`config.mk`:
```
export PLATFORM = sky130hd
export DESIGN_NAME = mcb_machine_csr_bank
export DESIGN_NICKNAME = d
export VERILOG_FILES = /design/src/mcb_pkg.sv /design/src/mcb_sync.sv /design/src/mcb_irq_prio.sv /design/src/mcb_machine_csr_bank.sv
export SDC_FILE = /design/constraint.sdc
export NUM_CORES = 1
export LEC_CHECK = 0
export BUFFER_PORTS_ARGS = -buffer_cell sky130_fd_sc_hd__buf_4
export CAP_MARGIN = 20
export CORE_ASPECT_RATIO = 1.25
export CORE_UTILIZATION = 45
export CTS_CLUSTER_SIZE = 30
export DETAILED_ROUTE_END_ITERATION = 8
export PLACE_DENSITY = 0.86
export SLEW_MARGIN = 20
export SYNTH_ARGS = -nofsm -noshare
export SYNTH_HDL_FRONTEND = slang
export SYNTH_SLANG_ARGS = --single-unit
```
`constraint.sdc`:
```
create_clock -name clk -period 1.22 [get_ports clk]
set_input_delay 0.122 -clock clk [delete_from_list [all_inputs] [get_ports clk]]
set_output_delay 0.122 -clock clk [all_outputs]
set_load 0.05 [all_outputs]
```
`src/mcb_pkg.sv`:
```
// constants and types shared by the machine csr bank files
package mcb_pkg;

   // ==========================================================================
   // csr addresses
   localparam logic [11:0] ADDR_USER_STATUS_ALIAS = 12'h000;
   localparam logic [11:0] ADDR_SUPERVISOR_STATUS_ALIAS = 12'h100;
   localparam logic [11:0] ADDR_MACHINE_STATUS = 12'h300;
   localparam logic [11:0] ADDR_ISA_DESCRIPTION = 12'h301;
   localparam logic [11:0] ADDR_INTERRUPT_ENABLE = 12'h304;
   localparam logic [11:0] ADDR_INTERRUPT_PENDING = 12'h344;
   localparam logic [11:0] ADDR_VENDOR_IDENTITY = 12'hf11;
   localparam logic [11:0] ADDR_ARCHITECTURE_IDENTITY = 12'hf12;
   localparam logic [11:0] ADDR_IMPLEMENTATION_IDENTITY = 12'hf13;
   localparam logic [11:0] ADDR_HART_IDENTITY = 12'hf14;

   // ==========================================================================
   // machine status fields
   localparam int STATUS_GLOBAL_IRQ_ENABLE_BIT = 3;
   localparam int STATUS_PRIOR_IRQ_ENABLE_BIT = 7;
   localparam int STATUS_PRIOR_PRIVILEGE_LSB = 11;
   localparam logic [1:0] PRIOR_PRIVILEGE_MACHINE = 2'h3;
   localparam int STATUS_DIRTY_SUMMARY_BIT = 31;
   localparam logic RESET_GLOBAL_IRQ_ENABLE = 1'h0;
   localparam logic RESET_PRIOR_IRQ_ENABLE = 1'h0;

   // ==========================================================================
   // isa description fields
   localparam logic [1:0] ISA_BASE_RV32 = 2'h1;
   localparam int ISA_BASE_LSB = 30;
   localparam int ISA_EXT_COMPRESSED_BIT = 2;
   localparam int ISA_EXT_BASE_INTEGER_BIT = 8;
   localparam int ISA_EXT_MULDIV_BIT = 12;
   localparam int ISA_EXT_CSR_FENCE_BIT = 25;

   // ==========================================================================
   // interrupt enable / pending fields (same positions in both)
   localparam int IRQ_SOFT_BIT = 3;
   localparam int IRQ_TIMER_BIT = 7;
   localparam int IRQ_EXT_BIT = 11;
   localparam int IRQ_ECC_UNCORR_BIT = 16;
   localparam int IRQ_ECC_CORR_BIT = 17;
   localparam int IRQ_SYS_LSB = 24;
   localparam int IRQ_SYS_COUNT = 6;
   localparam int IRQ_AUX_BIT = 30;
   localparam logic [31:0] IRQ_ENABLE_WRITE_MASK = 32'h7f03_0888;
   localparam logic [31:0] IRQ_PENDING_WRITE_MASK = 32'h7f00_0000;
   localparam logic [31:0] RESET_IRQ_ENABLE = 32'h0000_0000;
   localparam logic [31:0] RESET_IRQ_PENDING = 32'h0000_0000;

   // ==========================================================================
   // identity values, arbitrary neutral defaults
   localparam logic [31:0] VENDOR_CODE_DEFAULT = 32'h0000_0000;
   localparam logic [31:0] ARCH_CODE_DEFAULT = 32'h0000_0000;
   localparam logic [31:0] IMPL_CODE_DEFAULT = 32'h0000_0001;
   localparam logic [31:0] HART_NUMBER_DEFAULT = 32'h0000_0000;

   // ==========================================================================
   // access operations and interrupt codes
   typedef enum logic [1:0] {
      OP_READ = 2'b00,
      OP_WRITE = 2'b01,
      OP_SET = 2'b10,
      OP_CLEAR = 2'b11
   } mcb_op_type;

   localparam int IRQ_LINES = 12;
   localparam logic [4:0] IRQ_CODE_NONE = 5'h00;

endpackage

```
`src/mcb_sync.sv`:
```
// two-flop synchroniser for asynchronous interrupt lines
`timescale 1ns/1ps
`default_nettype none

module mcb_sync #(
   parameter int WIDTH = 1
) (
   input wire logic clk,
   input wire logic resetn,
   input wire logic [WIDTH-1:0] asyncIn,
   output logic [WIDTH-1:0] syncOut
);

   // ==========================================================================
   // first stage feeds the second stage only
   logic [WIDTH-1:0] stageOne;

   always_ff @(posedge clk or negedge resetn) begin
      if (!resetn) begin
         stageOne <= '0;
         syncOut <= '0;
      end else begin
         stageOne <= asyncIn;
         syncOut <= stageOne;
      end
   end

endmodule // mcb_sync
`default_nettype wire

```
`src/mcb_irq_prio.sv`:
```
// fixed-priority selection of the interrupt to present to the hart
`timescale 1ns/1ps
`default_nettype none

module mcb_irq_prio (
   input wire logic [31:0] activeIrqs,
   output logic anyActive,
   output logic [4:0] irqCode
);

   // ==========================================================================
   // lowest bit position wins: soft, timer, external, ecc, system, aux
   always_comb begin
      anyActive = 1'b0;
      irqCode = mcb_pkg::IRQ_CODE_NONE;
      for (int i = 31; i >= 0; i--) begin
         if (activeIrqs[i]) begin
            anyActive = 1'b1;
            irqCode = 5'(i);
         end
      end
   end

endmodule // mcb_irq_prio
`default_nettype wire

```
`src/mcb_machine_csr_bank.sv`:
```
// machine-mode control and status register bank of a machine-only hart
//
// Functional notes
// - unimplemented csrs addressable, read fixed zero
// - vendor identity read-only build constant
// - architecture and implementation identity read-only constants
// - hart identity read-only build constant
// - status: only two irq enables stored
// - prior privilege always reads machine mode
// - other status bits zero, writes ignored
// - extension state absent; dirty summary reads zero
// - status aliases legal, read zero, ignore writes
// - global irq enable clears on reset
// - isa register hardwired, base field rv32
// - base integer and csr/fence bits set
// - compressed and muldiv follow build, others zero
// - enable register holds documented read-write enables
// - pending: core flags read-only, system bits writable
// - ecc interrupt bits only when ecc configured
`timescale 1ns/1ps
`default_nettype none

module mcb_machine_csr_bank #(
   parameter logic [31:0] VENDOR_CODE = mcb_pkg::VENDOR_CODE_DEFAULT,
   parameter logic [31:0] ARCH_CODE = mcb_pkg::ARCH_CODE_DEFAULT,
   parameter logic [31:0] IMPL_CODE = mcb_pkg::IMPL_CODE_DEFAULT,
   parameter logic [31:0] HART_NUMBER = mcb_pkg::HART_NUMBER_DEFAULT,
   parameter bit HAS_COMPRESSED = 1'b1,
   parameter bit HAS_MULDIV = 1'b1,
   parameter bit HAS_ECC = 1'b0,
   parameter bit HAS_SYS_IRQ = 1'b1
) (
   input wire logic clk,
   input wire logic resetn,
   input wire logic csrReq,
   input wire logic [11:0] csrAddr,
   input wire logic [1:0] csrOp,
   input wire logic [31:0] csrWdata,
   output logic [31:0] csrRdata,
   output logic csrAck,
   input wire logic trapEnter,
   input wire logic trapReturn,
   input wire logic softIrqIn,
   input wire logic timerIrqIn,
   input wire logic extIrqIn,
   input wire logic eccUncorrIn,
   input wire logic eccCorrIn,
   input wire logic [5:0] sysIrqIn,
   input wire logic auxIrqIn,
   output logic globalIrqEnable,
   output logic irqRequest,
   output logic [4:0] irqCode
);

   // ==========================================================================
   // helpers
   function automatic logic [31:0] mergeWrite(
      input logic [31:0] oldValue,
      input logic [1:0] op,
      input logic [31:0] data,
      input logic [31:0] writeMask
   );
      logic [31:0] result;
      // set and clear take the data as a bit mask
      result = oldValue;
      case (op)
         mcb_pkg::OP_WRITE: result = data;
         mcb_pkg::OP_SET: result = oldValue | data;
         mcb_pkg::OP_CLEAR: result = oldValue & ~data;
         default: result = oldValue;
      endcase
      // only writable positions take the new value
      mergeWrite = (result & writeMask) | (oldValue & ~writeMask);
   endfunction

   function automatic logic isWrite(input logic [1:0] op);
      isWrite = (op != mcb_pkg::OP_READ);
   endfunction

   // ==========================================================================
   // build-time masks
   // unconfigured positions neither store nor read back
   localparam logic [31:0] ECC_MASK = HAS_ECC ?
      ((32'h1 << mcb_pkg::IRQ_ECC_UNCORR_BIT) | (32'h1 << mcb_pkg::IRQ_ECC_CORR_BIT)) :
      32'h0000_0000;
   localparam logic [31:0] SYS_MASK = HAS_SYS_IRQ ?
      (32'h3f << mcb_pkg::IRQ_SYS_LSB) : 32'h0000_0000;
   localparam logic [31:0] ENABLE_MASK = mcb_pkg::IRQ_ENABLE_WRITE_MASK &
      ~(((32'h1 << mcb_pkg::IRQ_ECC_UNCORR_BIT) | (32'h1 << mcb_pkg::IRQ_ECC_CORR_BIT)) &
        ~ECC_MASK) & ~((32'h3f << mcb_pkg::IRQ_SYS_LSB) & ~SYS_MASK);
   localparam logic [31:0] PENDING_MASK = mcb_pkg::IRQ_PENDING_WRITE_MASK &
      ~((32'h3f << mcb_pkg::IRQ_SYS_LSB) & ~SYS_MASK);

   // ==========================================================================
   // synchronised interrupt lines; they arrive from outside this clock
   logic [mcb_pkg::IRQ_LINES-1:0] rawIrqs;
   logic [mcb_pkg::IRQ_LINES-1:0] syncIrqs;
   logic softSync;
   logic timerSync;
   logic extSync;
   logic eccUncorrSync;
   logic eccCorrSync;
   logic [5:0] sysSync;
   logic auxSync;

   // ==========================================================================
   // packing, one source per position; the slices below undo it
   assign rawIrqs[0] = softIrqIn;
   assign rawIrqs[1] = timerIrqIn;
   assign rawIrqs[2] = extIrqIn;
   assign rawIrqs[3] = eccUncorrIn;
   assign rawIrqs[4] = eccCorrIn;
   assign rawIrqs[10:5] = sysIrqIn;
   assign rawIrqs[11] = auxIrqIn;

   // ==========================================================================
   // two-flop synchroniser
   // a level shorter than one clock can be lost
   mcb_sync #(
      .WIDTH(mcb_pkg::IRQ_LINES)
   ) irqSync (
      .clk(clk),
      .resetn(resetn),
      .asyncIn(rawIrqs),
      .syncOut(syncIrqs)
   );

   // ==========================================================================
   // synchronised lines by name
   assign softSync = syncIrqs[0];
   assign timerSync = syncIrqs[1];
   assign extSync = syncIrqs[2];
   assign eccUncorrSync = syncIrqs[3];
   assign eccCorrSync = syncIrqs[4];
   assign sysSync = syncIrqs[10:5];
   assign auxSync = syncIrqs[11];

   // ==========================================================================
   // address decode
   // hit flags serve both the write strobes and the read mux
   // unlisted addresses hit nothing and read zero
   logic hitStatus;
   logic hitEnable;
   logic hitPending;
   logic doWrite;

   always_comb begin
      hitStatus = 1'b0;
      hitEnable = 1'b0;
      hitPending = 1'b0;
      if (csrAddr == mcb_pkg::ADDR_MACHINE_STATUS) begin
         hitStatus = 1'b1;
      end else if (csrAddr == mcb_pkg::ADDR_INTERRUPT_ENABLE) begin
         hitEnable = 1'b1;
      end else if (csrAddr == mcb_pkg::ADDR_INTERRUPT_PENDING) begin
         hitPending = 1'b1;
      end
   end

   assign doWrite = csrReq && isWrite(csrOp);

   // ==========================================================================
   // machine status storage
   logic globalIe;
   logic priorIe;
   logic [31:0] statusValue;
   logic [31:0] next_status;

   always_comb begin
      statusValue = 32'h0000_0000;
      statusValue[mcb_pkg::STATUS_GLOBAL_IRQ_ENABLE_BIT] = globalIe;
      statusValue[mcb_pkg::STATUS_PRIOR_IRQ_ENABLE_BIT] = priorIe;
      statusValue[mcb_pkg::STATUS_PRIOR_PRIVILEGE_LSB +: 2] =
         mcb_pkg::PRIOR_PRIVILEGE_MACHINE;
      // no extension state exists, so the summary bit stays zero
      statusValue[mcb_pkg::STATUS_DIRTY_SUMMARY_BIT] = 1'b0;
   end

   assign next_status = mergeWrite(statusValue, csrOp, csrWdata,
      (32'h1 << mcb_pkg::STATUS_GLOBAL_IRQ_ENABLE_BIT) |
      (32'h1 << mcb_pkg::STATUS_PRIOR_IRQ_ENABLE_BIT));

   // trap entry and return take priority over a software write in the same cycle
   always_ff @(posedge clk or negedge resetn) begin
      if (!resetn) begin
         globalIe <= mcb_pkg::RESET_GLOBAL_IRQ_ENABLE;
         // no defined reset value; zero keeps runs repeatable
         priorIe <= mcb_pkg::RESET_PRIOR_IRQ_ENABLE;
      end else if (trapEnter) begin
         priorIe <= globalIe;
         globalIe <= 1'b0;
      end else if (trapReturn) begin
         globalIe <= priorIe;
         priorIe <= 1'b1;
      end else if (doWrite && hitStatus) begin
         globalIe <= next_status[mcb_pkg::STATUS_GLOBAL_IRQ_ENABLE_BIT];
         priorIe <= next_status[mcb_pkg::STATUS_PRIOR_IRQ_ENABLE_BIT];
      end
   end

   assign globalIrqEnable = globalIe;

   // ==========================================================================
   // interrupt enable storage
   // only masked positions ever store
   logic [31:0] enableReg;

   always_ff @(posedge clk or negedge resetn) begin
      if (!resetn) begin
         enableReg <= mcb_pkg::RESET_IRQ_ENABLE;
      end else if (doWrite && hitEnable) begin
         enableReg <= mergeWrite(enableReg, csrOp, csrWdata, ENABLE_MASK);
      end
   end

   // ==========================================================================
   // interrupt pending: writable system and aux flags
   // a line still high re-sets its flag, so a clear never hides a live event
   logic [31:0] writablePending;
   logic [31:0] pendingSets;
   logic [31:0] pendingAfterWrite;

   always_comb begin
      pendingSets = 32'h0000_0000;
      pendingSets[mcb_pkg::IRQ_SYS_LSB +: 6] = sysSync;
      pendingSets[mcb_pkg::IRQ_AUX_BIT] = auxSync;
      pendingSets = pendingSets & PENDING_MASK;
   end

   assign pendingAfterWrite = (doWrite && hitPending) ?
      mergeWrite(writablePending, csrOp, csrWdata, PENDING_MASK) : writablePending;

   always_ff @(posedge clk or negedge resetn) begin
      if (!resetn) begin
         writablePending <= mcb_pkg::RESET_IRQ_PENDING;
      end else begin
         writablePending <= pendingAfterWrite | pendingSets;
      end
   end

   // read-only flags mirror the synchronised lines
   logic [31:0] pendingValue;

   always_comb begin
      pendingValue = writablePending & PENDING_MASK;
      pendingValue[mcb_pkg::IRQ_SOFT_BIT] = softSync;
      pendingValue[mcb_pkg::IRQ_TIMER_BIT] = timerSync;
      pendingValue[mcb_pkg::IRQ_EXT_BIT] = extSync;
      pendingValue[mcb_pkg::IRQ_ECC_UNCORR_BIT] =
         eccUncorrSync & ECC_MASK[mcb_pkg::IRQ_ECC_UNCORR_BIT];
      pendingValue[mcb_pkg::IRQ_ECC_CORR_BIT] =
         eccCorrSync & ECC_MASK[mcb_pkg::IRQ_ECC_CORR_BIT];
   end

   // ==========================================================================
   // isa description, fixed at build time
   // no storage, so writes have nothing to change
   logic [31:0] isaValue;

   always_comb begin
      isaValue = 32'h0000_0000;
      isaValue[mcb_pkg::ISA_BASE_LSB +: 2] = mcb_pkg::ISA_BASE_RV32;
      isaValue[mcb_pkg::ISA_EXT_BASE_INTEGER_BIT] = 1'b1;
      isaValue[mcb_pkg::ISA_EXT_CSR_FENCE_BIT] = 1'b1;
      isaValue[mcb_pkg::ISA_EXT_COMPRESSED_BIT] = HAS_COMPRESSED;
      isaValue[mcb_pkg::ISA_EXT_MULDIV_BIT] = HAS_MULDIV;
   end

   // ==========================================================================
   // read multiplexer; every other address is legal and reads zero
   logic [31:0] readValue;

   always_comb begin
      readValue = 32'h0000_0000;
      if (hitStatus) begin
         readValue = statusValue;
      end else if (hitEnable) begin
         readValue = enableReg & ENABLE_MASK;
      end else if (hitPending) begin
         readValue = pendingValue;
      end else if (csrAddr == mcb_pkg::ADDR_ISA_DESCRIPTION) begin
         readValue = isaValue;
      end else if (csrAddr == mcb_pkg::ADDR_VENDOR_IDENTITY) begin
         readValue = VENDOR_CODE;
      end else if (csrAddr == mcb_pkg::ADDR_ARCHITECTURE_IDENTITY) begin
         readValue = ARCH_CODE;
      end else if (csrAddr == mcb_pkg::ADDR_IMPLEMENTATION_IDENTITY) begin
         readValue = IMPL_CODE;
      end else if (csrAddr == mcb_pkg::ADDR_HART_IDENTITY) begin
         readValue = HART_NUMBER;
      end else if (csrAddr == mcb_pkg::ADDR_SUPERVISOR_STATUS_ALIAS ||
                   csrAddr == mcb_pkg::ADDR_USER_STATUS_ALIAS) begin
         // aliases carry no machine bits and never trap
         readValue = 32'h0000_0000;
      end
   end

   // answer one cycle after the request with the value before the write
   // read data holds between answers
   always_ff @(posedge clk or negedge resetn) begin
      if (!resetn) begin
         csrRdata <= 32'h0000_0000;
         csrAck <= 1'b0;
      end else begin
         csrAck <= csrReq;
         if (csrReq) begin
            csrRdata <= readValue;
         end
      end
   end

   // ==========================================================================
   // interrupt presentation
   // the code is the bit position, which is also the cause code
   // registered so the request is steady for whole cycles
   logic [31:0] activeIrqs;
   logic anyActive;
   logic [4:0] selectedCode;

   assign activeIrqs = pendingValue & enableReg & ENABLE_MASK;

   mcb_irq_prio prio (
      .activeIrqs(activeIrqs),
      .anyActive(anyActive),
      .irqCode(selectedCode)
   );

   always_ff @(posedge clk or negedge resetn) begin
      if (!resetn) begin
         irqRequest <= 1'b0;
         irqCode <= mcb_pkg::IRQ_CODE_NONE;
      end else begin
         irqRequest <= anyActive && globalIe;
         irqCode <= anyActive ? selectedCode : mcb_pkg::IRQ_CODE_NONE;
      end
   end

endmodule // mcb_machine_csr_bank
`default_nettype wire

```
==> results of run 1 <==
final cells by class:
class                           count  share of cell area (%)
Multi-Input combinational cell    179                    33.7
Timing Repair Buffer              120                    23.5
Tap cell                           85                    2.48
Inverter                           13                    1.14
Clock buffer                       12                    3.62
Clock inverter                      4                    1.14
Sequential cell                    59                    34.5
power groups by stage:
| stage | Sequential (W) | Clock (W) | Combinational (W) |
|---|---|---|---|
| after CTS | 0.00204 | 0.00184 | 0.000647 |
| after floorplan | 0.00210 | 0 | 0.000342 |
| after global placement | 0.00207 | 0 | 0.000586 |
| after detailed placement | 0.00207 | 0 | 0.000599 |
| final | 0.00204 | 0.00181 | 0.000683 |
| after global routing | 0.00204 | 0.00193 | 0.000720 |
worst max-delay path: cells and delay by family:
| family | cells | cell delay [ns] |
|---|---|---|
| and+or+nand+nor | 3 | 0.91 |
| buffers and inverters | 3 | 0.44 |
| AOI/OAI and AO/OA | 1 | 0.19 |
metrics by stage:
step / power (W) / TNS, ns
floorplan: 0.00244 / -7.42
finish: 0.00453 / -4.89
global route: 0.00470 / -5.64
detailed placement: 0.00267 / -13.48
global placement: 0.00266 / -12.71
CTS: 0.00453 / -3.65
worst max path at each step:
stage,end,startpoint,depth (start not counted),slack [ns]
3_5_place_dp,globalIrqEnable$_DFFE_PN0P_,csrAddr[3],6,-0.58
4_1_cts,globalIrqEnable$_DFFE_PN0P_,csrAddr[11],5,-0.20
5_1_grt,csrRdata[25]$_DFFE_PN0P_,csrAddr[11],7,-0.25
6_report,register,csrAddr[11],7,-0.23
2_1_floorplan,writablePending[24]$_DFF_PN0_,csrAddr[4],4,-0.40
3_3_place_gp,writablePending[24]$_DFF_PN0_,csrAddr[3],5,-0.55
cells in the final DEF (no fill, tap or decap), types with 4 or more instances in the layout:
cell type / n
buf_4: 92
dfrtp_1: 59
conb_1: 18
nand2b_1: 16
buf_6: 15
inv_1: 13
a22o_1: 12
nand2_1: 11
nand3_1: 11
clkbuf_8: 11
dlygate4sd3_1: 11
mux2i_1: 8
nor2b_1: 6
a21oi_1: 5
o22ai_2: 5
nor3_1: 4
nand4_1: 4
nor4_4: 4
o22ai_1: 4
a311o_1: 4
nand3_2: 4
kinds of logic after synthesis:
| family | after synthesis | synth area share [%] |
|---|---|---|
| flip-flops | 59 | 52.0 |
| AO/OA/AOI/OAI | 61 | 16.0 |
| AND/OR/NAND/NOR | 85 | 18.2 |
| XOR/XNOR | 3 | 0.925 |
| multiplexers | 12 | 4.36 |
| buffers and inverters | 42 | 8.37 |
| other | 1 | 0.132 |
repair_timing:
action / CTS / global route
setup endpoints to repair: 30 / 37
cloned: 0 / 0
hold buffers: 11 / 0
buffers inserted: 5 / 4
gates resized for setup: 29 / 25
pin swaps: 16 / 9
endpoints found under the hold margin: 69 / 0
routing by layer:
layer / track usage [%] / up-vias
li1: - / 1164
met1: 28.7 / 1311
met2: 41.0 / 144
met3: 7.25 / 33
met4: 13.7 / 0
met5: 0 / -
==> flow_summary.yaml, run 1 <==
routing:
  num_vias: 2652
  routed.top_layer: "met4"
  wl_met3_um: 573
  wl_met1_um: 3050
  drc_errors: 0
  dr.pass1.iters: 5
  wl_um: 8010
  drt-initial-drc-count: 207
  wl_met2_um: 4130
  ant_nets: 0
  viasPerCell: 5.62
  wl_per_cell_um: 17.0
global_routing:
  grt_max_degree: 38
  grt_usage_pct: 25.0
  grt_pass1_vias: 2559
  antenna_found_initial: 0
  grt_pass1_wl_um: 12400
  grt_remaining_overflow: 0
place:
  dp.cells: 437
  placed_cell_area_um2: 3650
  gp_congestion: 0.910
  dp_slack_ns: -0.582
  port_buffers: 60
  dp_hpwl_um: 5160
cells_and_area:
  n_antenna_cell: 0
  layout-drive-gt1-share_pct: 43.7
  design_area_um2: 4280
  seq_area_um2: 1480
  layoutNonFillerInstCount: 472
  n_fill_cell: 419
  area_growth_pct: 50.8
  fin_nets: 445
  multiInputGateArea_um2: 1440
  fin_util_pct: 69.9
timing:
  setup_viol: 36
  finClkSkew_ns: 0.00901
  hold-worst-slack_ns: 0.0325
  min_period_ns: 1.45
  fmax_ghz: 0.688
  finalHoldViolCount: 0
  fin_crit_sh_pct: 119
  rsz0062_at_grt: "true"
  finalMaxSlewViolations: 0
  setup_slack_ns: -0.233
clock_tree:
  htree_num_levels: 3
  cts_tree: "yes"
  clockBufferDepth: 2
  clk_latency_ns: 0.34
  clockRootBuffer: "clkbuf_8"
  numCtsBuffers: 9
  clk_pin_slew_ns: 0.06
  clock-sinks: 59
critical_path:
  critical_path_class: "primary input to register"
  arrival_ns: 1.67
  reg2regPathDepth: 5
  critPathLaunchType: "primary input"
  reg2reg_to: "irqCode[2]$_DFF_PN0_"
  rrSetupSlack_ns: -0.11
  crit_slowest_cell: "or4_4"
  cpPeakStageDelay_ns: 0.62
  cpMostUsedCell: "buf_6"
  cp_max_fo: 8
  worst_ep_required_time_ns: 1.44
  end_kind: "register"
  cp_cell_sequence: "buf_6 -> or4_4 -> buf_6 -> nor4_4 -> buf_6 -> nand3_1 -> a22o_1"
power_and_ir_drop:
  power_leakage_nw: 1.99
  p_int_w: 0.00333
  power.switching_w: 0.00120
  comb_power_share_pct: 15.1
  power_density_nw_per_um2: 1060
  swShare_pct: 26.5
  clkPwrFrac_pct: 39.8
  irDropWorstVdd_mv: 0.830
  pwr-share-seq_pct: 45.1
yosys:
  synth_area_leaders: "dfrtp_1 52%, buf_4 5.0%, a22o_1 4.0%"
  netlist.area_leader.share_pct: 52.0
  synth_most_common_cell: "dfrtp_1"
  synth_edf_count: 0
  avgSynthCellArea_um2: 10.8
  yosys_most_used_dff: "dfrtp_1"
  ys_ff_latch: 59
  syn_inst: 263
  synth_area_um2: 2840
  synth-async-reset-ratio_pct: 100
  yosysTopAreaCell: "dfrtp_1"
  ys.warnings.count: 0
  yosysSeqAreaShare_pct: 52.0
  synth_commonest_cells: "59 x dfrtp_1, 19 x buf_4, 16 x nand2b_1, 16 x nand3_1"
  netlist-cell-type-count: 45
run:
  maxCapViolCount: 0
floorplan:
  core_um2: 6130
  die_w_um: 73.1
  dieArea_um2: 6640
  start_util_pct: 46.4
  rows: 32
  io_pins: 103
  die_y_um: 90.8
min_path:
  worst_hold_path.num_cells: 2
  hp-class: "primary input to register"
  min_from: "csrWdata[11]"
run_status:
  outcome: "finished, violations left"
  failed_checks: "negative setup slack"
Power figures use the tool's default switching activity.
==> run 2: changes to the inputs <==
--- a/config.mk
+++ b/config.mk
@@ -11,7 +11,9 @@
 export CORE_UTILIZATION = 45
 export CTS_CLUSTER_SIZE = 30
 export DETAILED_ROUTE_END_ITERATION = 8
+export HOLD_SLACK_MARGIN = 0.12
 export PLACE_DENSITY = 0.86
+export RECOVER_POWER = 50
 export SLEW_MARGIN = 20
 export SYNTH_ARGS = -nofsm -noshare
 export SYNTH_HDL_FRONTEND = slang
==> run 2 against run 1 <==
The run still ends with negative setup slack left. Non-clock buffer count increased by 12. Flip-flop and latch count unchanged. Count of clock-buffer cells in the layout did not move. Cell count increased by 2.5%. Routed wire length rose by 8.2%.
==> flow_summary.yaml, run 2 (synthesis gave the netlist of run 1 again) <==
routing:
  dr.pass1.iters: 5
  wl_um: 8670
  ant_nets: 0
  wl_per_cell_um: 17.9
  drc_errors: 0
  drt-initial-drc-count: 257
  num_vias: 2772
  viasPerCell: 5.73
critical_path:
  rrSetupSlack_ns: -0.13
  cp_max_fo: 6
  reg2regPathDepth: 5
  worst_ep_required_time_ns: 1.46
  critical_path_class: "primary input to register"
  r2r_start: "writablePending[28]$_DFF_PN0_"
  end_kind: "register"
  reg2reg_to: "irqRequest$_DFF_PN0_"
  arrival_ns: 1.68
  critPathLaunchType: "primary input"
power_and_ir_drop:
  irDropWorstVdd_mv: 0.835
  power_density_nw_per_um2: 1040
  power_w: 0.00456
  power_leakage_nw: 2.04
run:
  maxCapViolCount: 0
cells_and_area:
  multiInputGateArea_um2: 1460
  layoutNonFillerInstCount: 484
  area_growth_pct: 55.1
  final_cell_mix: "82 x buf_4, 59 x dfrtp_1, 22 x dlygate4sd3_1"
  layout-drive-gt1-share_pct: 43.1
  fin_nets: 457
  layout_commonest_cell: "buf_4"
  n_fill_cell: 417
  n_antenna_cell: 0
  seq_area_um2: 1480
global_routing:
  grt_use_met1_pct: 29.9
  grt_max_degree: 38
  grt_use_met2_pct: 43.0
  top_usage_layer: "met2"
  antenna_found_initial: 0
  grt_pass1_wl_um: 12700
  grt_pass1_vias: 2631
  grt_usage_pct: 25.8
  grt_remaining_overflow: 0
  grt_use_met3_pct: 6.58
clock_tree:
  clk_pin_slew_ns: 0.07
  clock-sinks: 59
  cts_tree: "yes"
  clk_latency_ns: 0.34
  htree_num_levels: 3
  numCtsBuffers: 9
  clockRootBuffer: "clkbuf_8"
  clockBufferDepth: 2
min_path:
  min_from: "csrAddr[6]"
  worst_hold_path.num_cells: 4
  min_to: "csrRdata[12]$_DFFE_PN0P_"
  hp-class: "primary input to register"
place:
  port_buffers: 60
  gp_congestion: 0.910
  dp.cells: 437
  dp_hpwl_um: 5160
  dp_slack_ns: -0.582
timing:
  setup_slack_ns: -0.223
  finClkSkew_ns: 0.00973
  setup_viol: 36
  max_slew.worst_pin.slew_ns: 0.579
  hold-worst-slack_ns: 0.132
  fin_crit_sh_pct: 118
  min_period_ns: 1.44
  finalHoldViolCount: 0
  finalMaxSlewViolations: 0
  slew_headroom_pct: 61.4
  fmax_ghz: 0.693
  rsz0062_at_grt: "true"
floorplan:
  die_w_um: 73.1
  die_y_um: 90.8
  io_pins: 103
  rows: 32
  start_util_pct: 46.4
  core_um2: 6130
  dieArea_um2: 6640
run_status:
  failed_checks: "negative setup slack"
  outcome: "finished, violations left"
[run 2: cell count changes in the layout (fill, tap and decap cells not counted), sizes merged]
cell         before  now
buf             109   99
clkbuf           12   23
dlygate4sd3      11   22
[run 2: how the worst max path moves through the flow]
stage / end / startpoint / slack [ns] / depth (start not counted)
floorplan: writablePending[24]$_DFF_PN0_ / csrAddr[4] / -0.40 / 4
global placement: writablePending[24]$_DFF_PN0_ / csrAddr[3] / -0.55 / 5
detailed placement: globalIrqEnable$_DFFE_PN0P_ / csrAddr[3] / -0.58 / 6
CTS: globalIrqEnable$_DFFE_PN0P_ / csrAddr[11] / -0.20 / 5
global route: writablePending[24]$_DFF_PN0_ / csrAddr[11] / -0.25 / 5
finish: csrRdata[25]$_DFFE_PN0P_ / csrAddr[11] / -0.22 / 7
[run 2: layer usage]
| layer | up-vias | wire length (µm) | share of wire, % |
|---|---|---|---|
| met5 | - | 0 | 0 |
| met4 | 0 | 359 | 4.1 |
| met3 | 39 | 735 | 8.5 |
| met2 | 197 | 4390 | 51 |
| met1 | 1347 | 3180 | 37 |
| li1 | 1189 | - | - |
[run 2: repair_timing]
item	in CTS	in global routing
endpoints found under the setup margin	30	37
pin swaps	16	13
gates resized for setup	29	27
endpoints found under the hold margin	87	0
hold buffers	22	0
setup buffers	5	4
[run 2: critical path, stage by stage]
cell,delay [ns]
buf_6,0.09
or4_4,0.62
buf_4,0.18
nor3_4,0.18
buf_6,0.16
nand3_2,0.11
o32ai_2,0.23
[run 2: power by group]
| group | internal, W | switching (W) |
|---|---|---|
| combinational | 0.000285 | 0.000428 |
| clock | 0.00105 | 0.000757 |
| sequential | 0.00201 | 0.0000324 |
[run 2: cell type report]
type / count / area share, %
multi-input combinational: 179 / 33.1
timing repair buffer: 132 / 25.2
inverter: 13 / 1.11
sequential: 59 / 33.5
clock buffer: 12 / 3.52
clock inverter: 4 / 1.11
tap: 85 / 2.41
[run 2: per-stage QoR]
stage | util (%) | instance area, µm² | TNS, ns
global placement | 59.6 | 3650 | -12.71
floorplan | - | 2980 | -7.42
CTS | 69.5 | 4260 | -3.65
finish | 71.9 | 4410 | -5.14
global route | 71.9 | 4410 | -6.12
detailed placement | 59.6 | 3650 | -13.48
==> run 3: changes to the inputs <==
--- a/config.mk
+++ b/config.mk
@@ -5,7 +5,7 @@
 export SDC_FILE = /design/constraint.sdc
 export NUM_CORES = 1
 export LEC_CHECK = 0
-export BUFFER_PORTS_ARGS = -buffer_cell sky130_fd_sc_hd__buf_4
+export BUFFER_PORTS_ARGS = -buffer_cell sky130_fd_sc_hd__buf_2
 export CAP_MARGIN = 20
 export CORE_ASPECT_RATIO = 1.25
 export CORE_UTILIZATION = 45
==> run 3 against run 2 <==
The flow still finishes with violations (negative setup slack). Die area stayed put. First-iteration DRC count up 11%. Flip-flop and latch count stayed put. Via count is 1.9% lower. Routed wire length down 1.8%. Core utilization is 3.2 points lower. Clock power is 4% lower. Register-to-register slack barely moved. Maximum frequency shrank 0.98%. Critical path depth unchanged. Cell count decreased by 1.0%.
==> flow_summary.yaml, run 3 (synthesis gave the netlist of run 1 again) <==
timing:
  setup_slack_ns: -0.237
  finalHoldViolCount: 0
  finalMaxSlewViolations: 0
  finClkSkew_ns: 0.0103
  setup_viol: 29
  max_slew.worst_pin.slew_ns: 0.848
  slew_headroom_pct: 43.4
  fin_crit_sh_pct: 119
  rsz0062_at_grt: "true"
  min_period_ns: 1.46
  fmax_ghz: 0.686
critical_path:
  path_buf_inv: 3
  critPathLaunchType: "primary input"
  arrival_ns: 1.73
  reg2regPathDepth: 5
  worst_ep_required_time_ns: 1.50
  rrSetupSlack_ns: -0.13
  cp_cell_sequence: "buf_6 -> buf_4 -> nor4_1 -> nand4_1 -> nor3_2 -> buf_4 -> a22o_1"
  reg2reg_to: "irqCode[2]$_DFF_PN0_"
  cp_max_fo: 10
  critical_path_class: "primary input to register"
  cpMostUsedCell: "buf_4"
  end_kind: "register"
  cpPeakStageDelay_ns: 0.52
  critPathTopFamily: "simple AND/OR/NAND/NOR gates"
  crit_slowest_cell: "nor4_1"
place:
  dp_slack_ns: -0.555
  dp_hpwl_um: 5330
  port_buffers: 60
  gp_congestion: 0.869
floorplan:
  rows: 32
  die_w_um: 73.1
  dieArea_um2: 6640
  io_pins: 103
  start_util_pct: 46.4
  die_y_um: 90.8
  core_um2: 6130
power_and_ir_drop:
  clkPwrFrac_pct: 39.1
  power_leakage_nw: 1.98
  irDropWorstVdd_mv: 0.675
  swShare_pct: 27.3
  power.switching_w: 0.00122
  p_int_w: 0.00324
  power_w: 0.00446
  power_density_nw_per_um2: 1060
  comb_power_share_pct: 15.0
  pwr-share-seq_pct: 45.9
min_path:
  min_to: "priorIe$_DFFE_PN0P_"
  min_from: "trapEnter"
  hp-class: "primary input to register"
  worst_hold_path.num_cells: 3
routing:
  ant_nets: 0
  num_vias: 2719
  drt-initial-drc-count: 285
  dr.pass1.iters: 5
  drc_errors: 0
  viasPerCell: 5.68
  wl_um: 8520
  wl_per_cell_um: 17.8
cells_and_area:
  layout_commonest_cell: "dfrtp_1"
  n_fill_cell: 430
  fin_nets: 453
  layout-drive-gt1-share_pct: 41.9
  area_growth_pct: 48.3
  n_antenna_cell: 0
  fin_util_pct: 68.8
  final_cell_mix: "59 x dfrtp_1, 56 x buf_2, 36 x buf_4"
clock_tree:
  htree_num_levels: 3
  clk_pin_slew_ns: 0.07
  clk_latency_ns: 0.34
  numCtsBuffers: 9
  cts_tree: "yes"
  clock-sinks: 59
  clockRootBuffer: "clkbuf_8"
  clockBufferDepth: 2
run:
  maxCapViolCount: 0
global_routing:
  antenna_found_initial: 0
  grt_max_degree: 46
  grt_pass1_vias: 2602
  grt_usage_pct: 24.3
  grt_pass1_wl_um: 12100
  grt_remaining_overflow: 0
run_status:
  failed_checks: "negative setup slack"
  outcome: "finished, violations left"
## run 3: cell count changes in the layout (fill, tap and decap cells not counted), moves of 2 or more
| cell | before | now |
|---|---|---|
| a21oi_1 | 5 | 3 |
| buf_6 | 16 | 11 |
| buf_4 | 82 | 36 |
| nand3_2 | 7 | 4 |
| buf_2 | 0 | 56 |
| clkbuf_4 | 10 | 0 |
| buf_12 | 0 | 2 |
| a21oi_2 | 1 | 3 |
| nand3_1 | 8 | 11 |
## run 3: stage by stage
stage          instance area [µm²]  hold WS (ns)  instances  setup TNS [ns]
2_1_floorplan                 2980        -0.174        280           -7.42
3_3_place_gp                  3490        0.0387        434          -13.06
3_5_place_dp                  3490        0.0459        434          -14.29
4_1_cts                       4090         0.126        476           -2.35
5_1_grt                       4210         0.160        479           -5.86
6_report                      4210         0.135        479           -3.94
## run 3: per-layer routing
| layer | wire (µm) | track usage (%) | vias up |
|---|---|---|---|
| met5 | 0 | 0 | - |
| met3 | 582 | 6.03 | 47 |
| met2 | 4410 | 41.4 | 175 |
| met1 | 3090 | 27.5 | 1320 |
| li1 | - | - | 1177 |
| met4 | 434 | 12.4 | 0 |
## run 3: timing repair
action                                  CTS  global route
endpoints found under the setup margin   34            37
pin swaps                                10            11
buffers inserted                          6             5
hold buffers                             21             0
resized for setup                        30            24
hold endpoints to repair                 83             0
## run 3: final cells by class
type	instances	area, µm²	share of cell area, %
sequential	59	1480	35.1
multi-input combinational	179	1450	34.5
timing repair buffer	128	933	22.2
clock buffer	11	141	3.36
tap	85	106	2.53
clock inverter	4	51.3	1.22
inverter	13	48.8	1.16
## run 3: how the worst max path moves through the flow
stage	cells past startpoint	from	to	slack [ns]
finish	7	csrAddr[11]	register	-0.24
global placement	5	csrAddr[3]	writablePending[24]$_DFF_PN0_	-0.53
CTS	4	csrAddr[11]	writablePending[30]$_DFF_PN0_	-0.15
floorplan	4	csrAddr[4]	writablePending[24]$_DFF_PN0_	-0.40
global route	5	csrAddr[1]	writablePending[25]$_DFF_PN0_	-0.23
detailed placement	5	csrAddr[3]	writablePending[24]$_DFF_PN0_	-0.56
## run 3: tightest hold or removal path: cells and delay by family
kind	cells	cell delay (ns)
buf+inv	1	0.12
mux	1	0.07
compound gates	1	0.12
## run 3: power groups by stage
stage / Clock, W / Combinational, W / Sequential, W
6_report: 0.00174 / 0.000669 / 0.00204
5_1_grt: 0.00185 / 0.000705 / 0.00205
4_1_cts: 0.00177 / 0.000643 / 0.00204
3_5_place_dp: 0 / 0.000561 / 0.00207
3_3_place_gp: 0 / 0.000543 / 0.00207
2_1_floorplan: 0 / 0.000342 / 0.00210
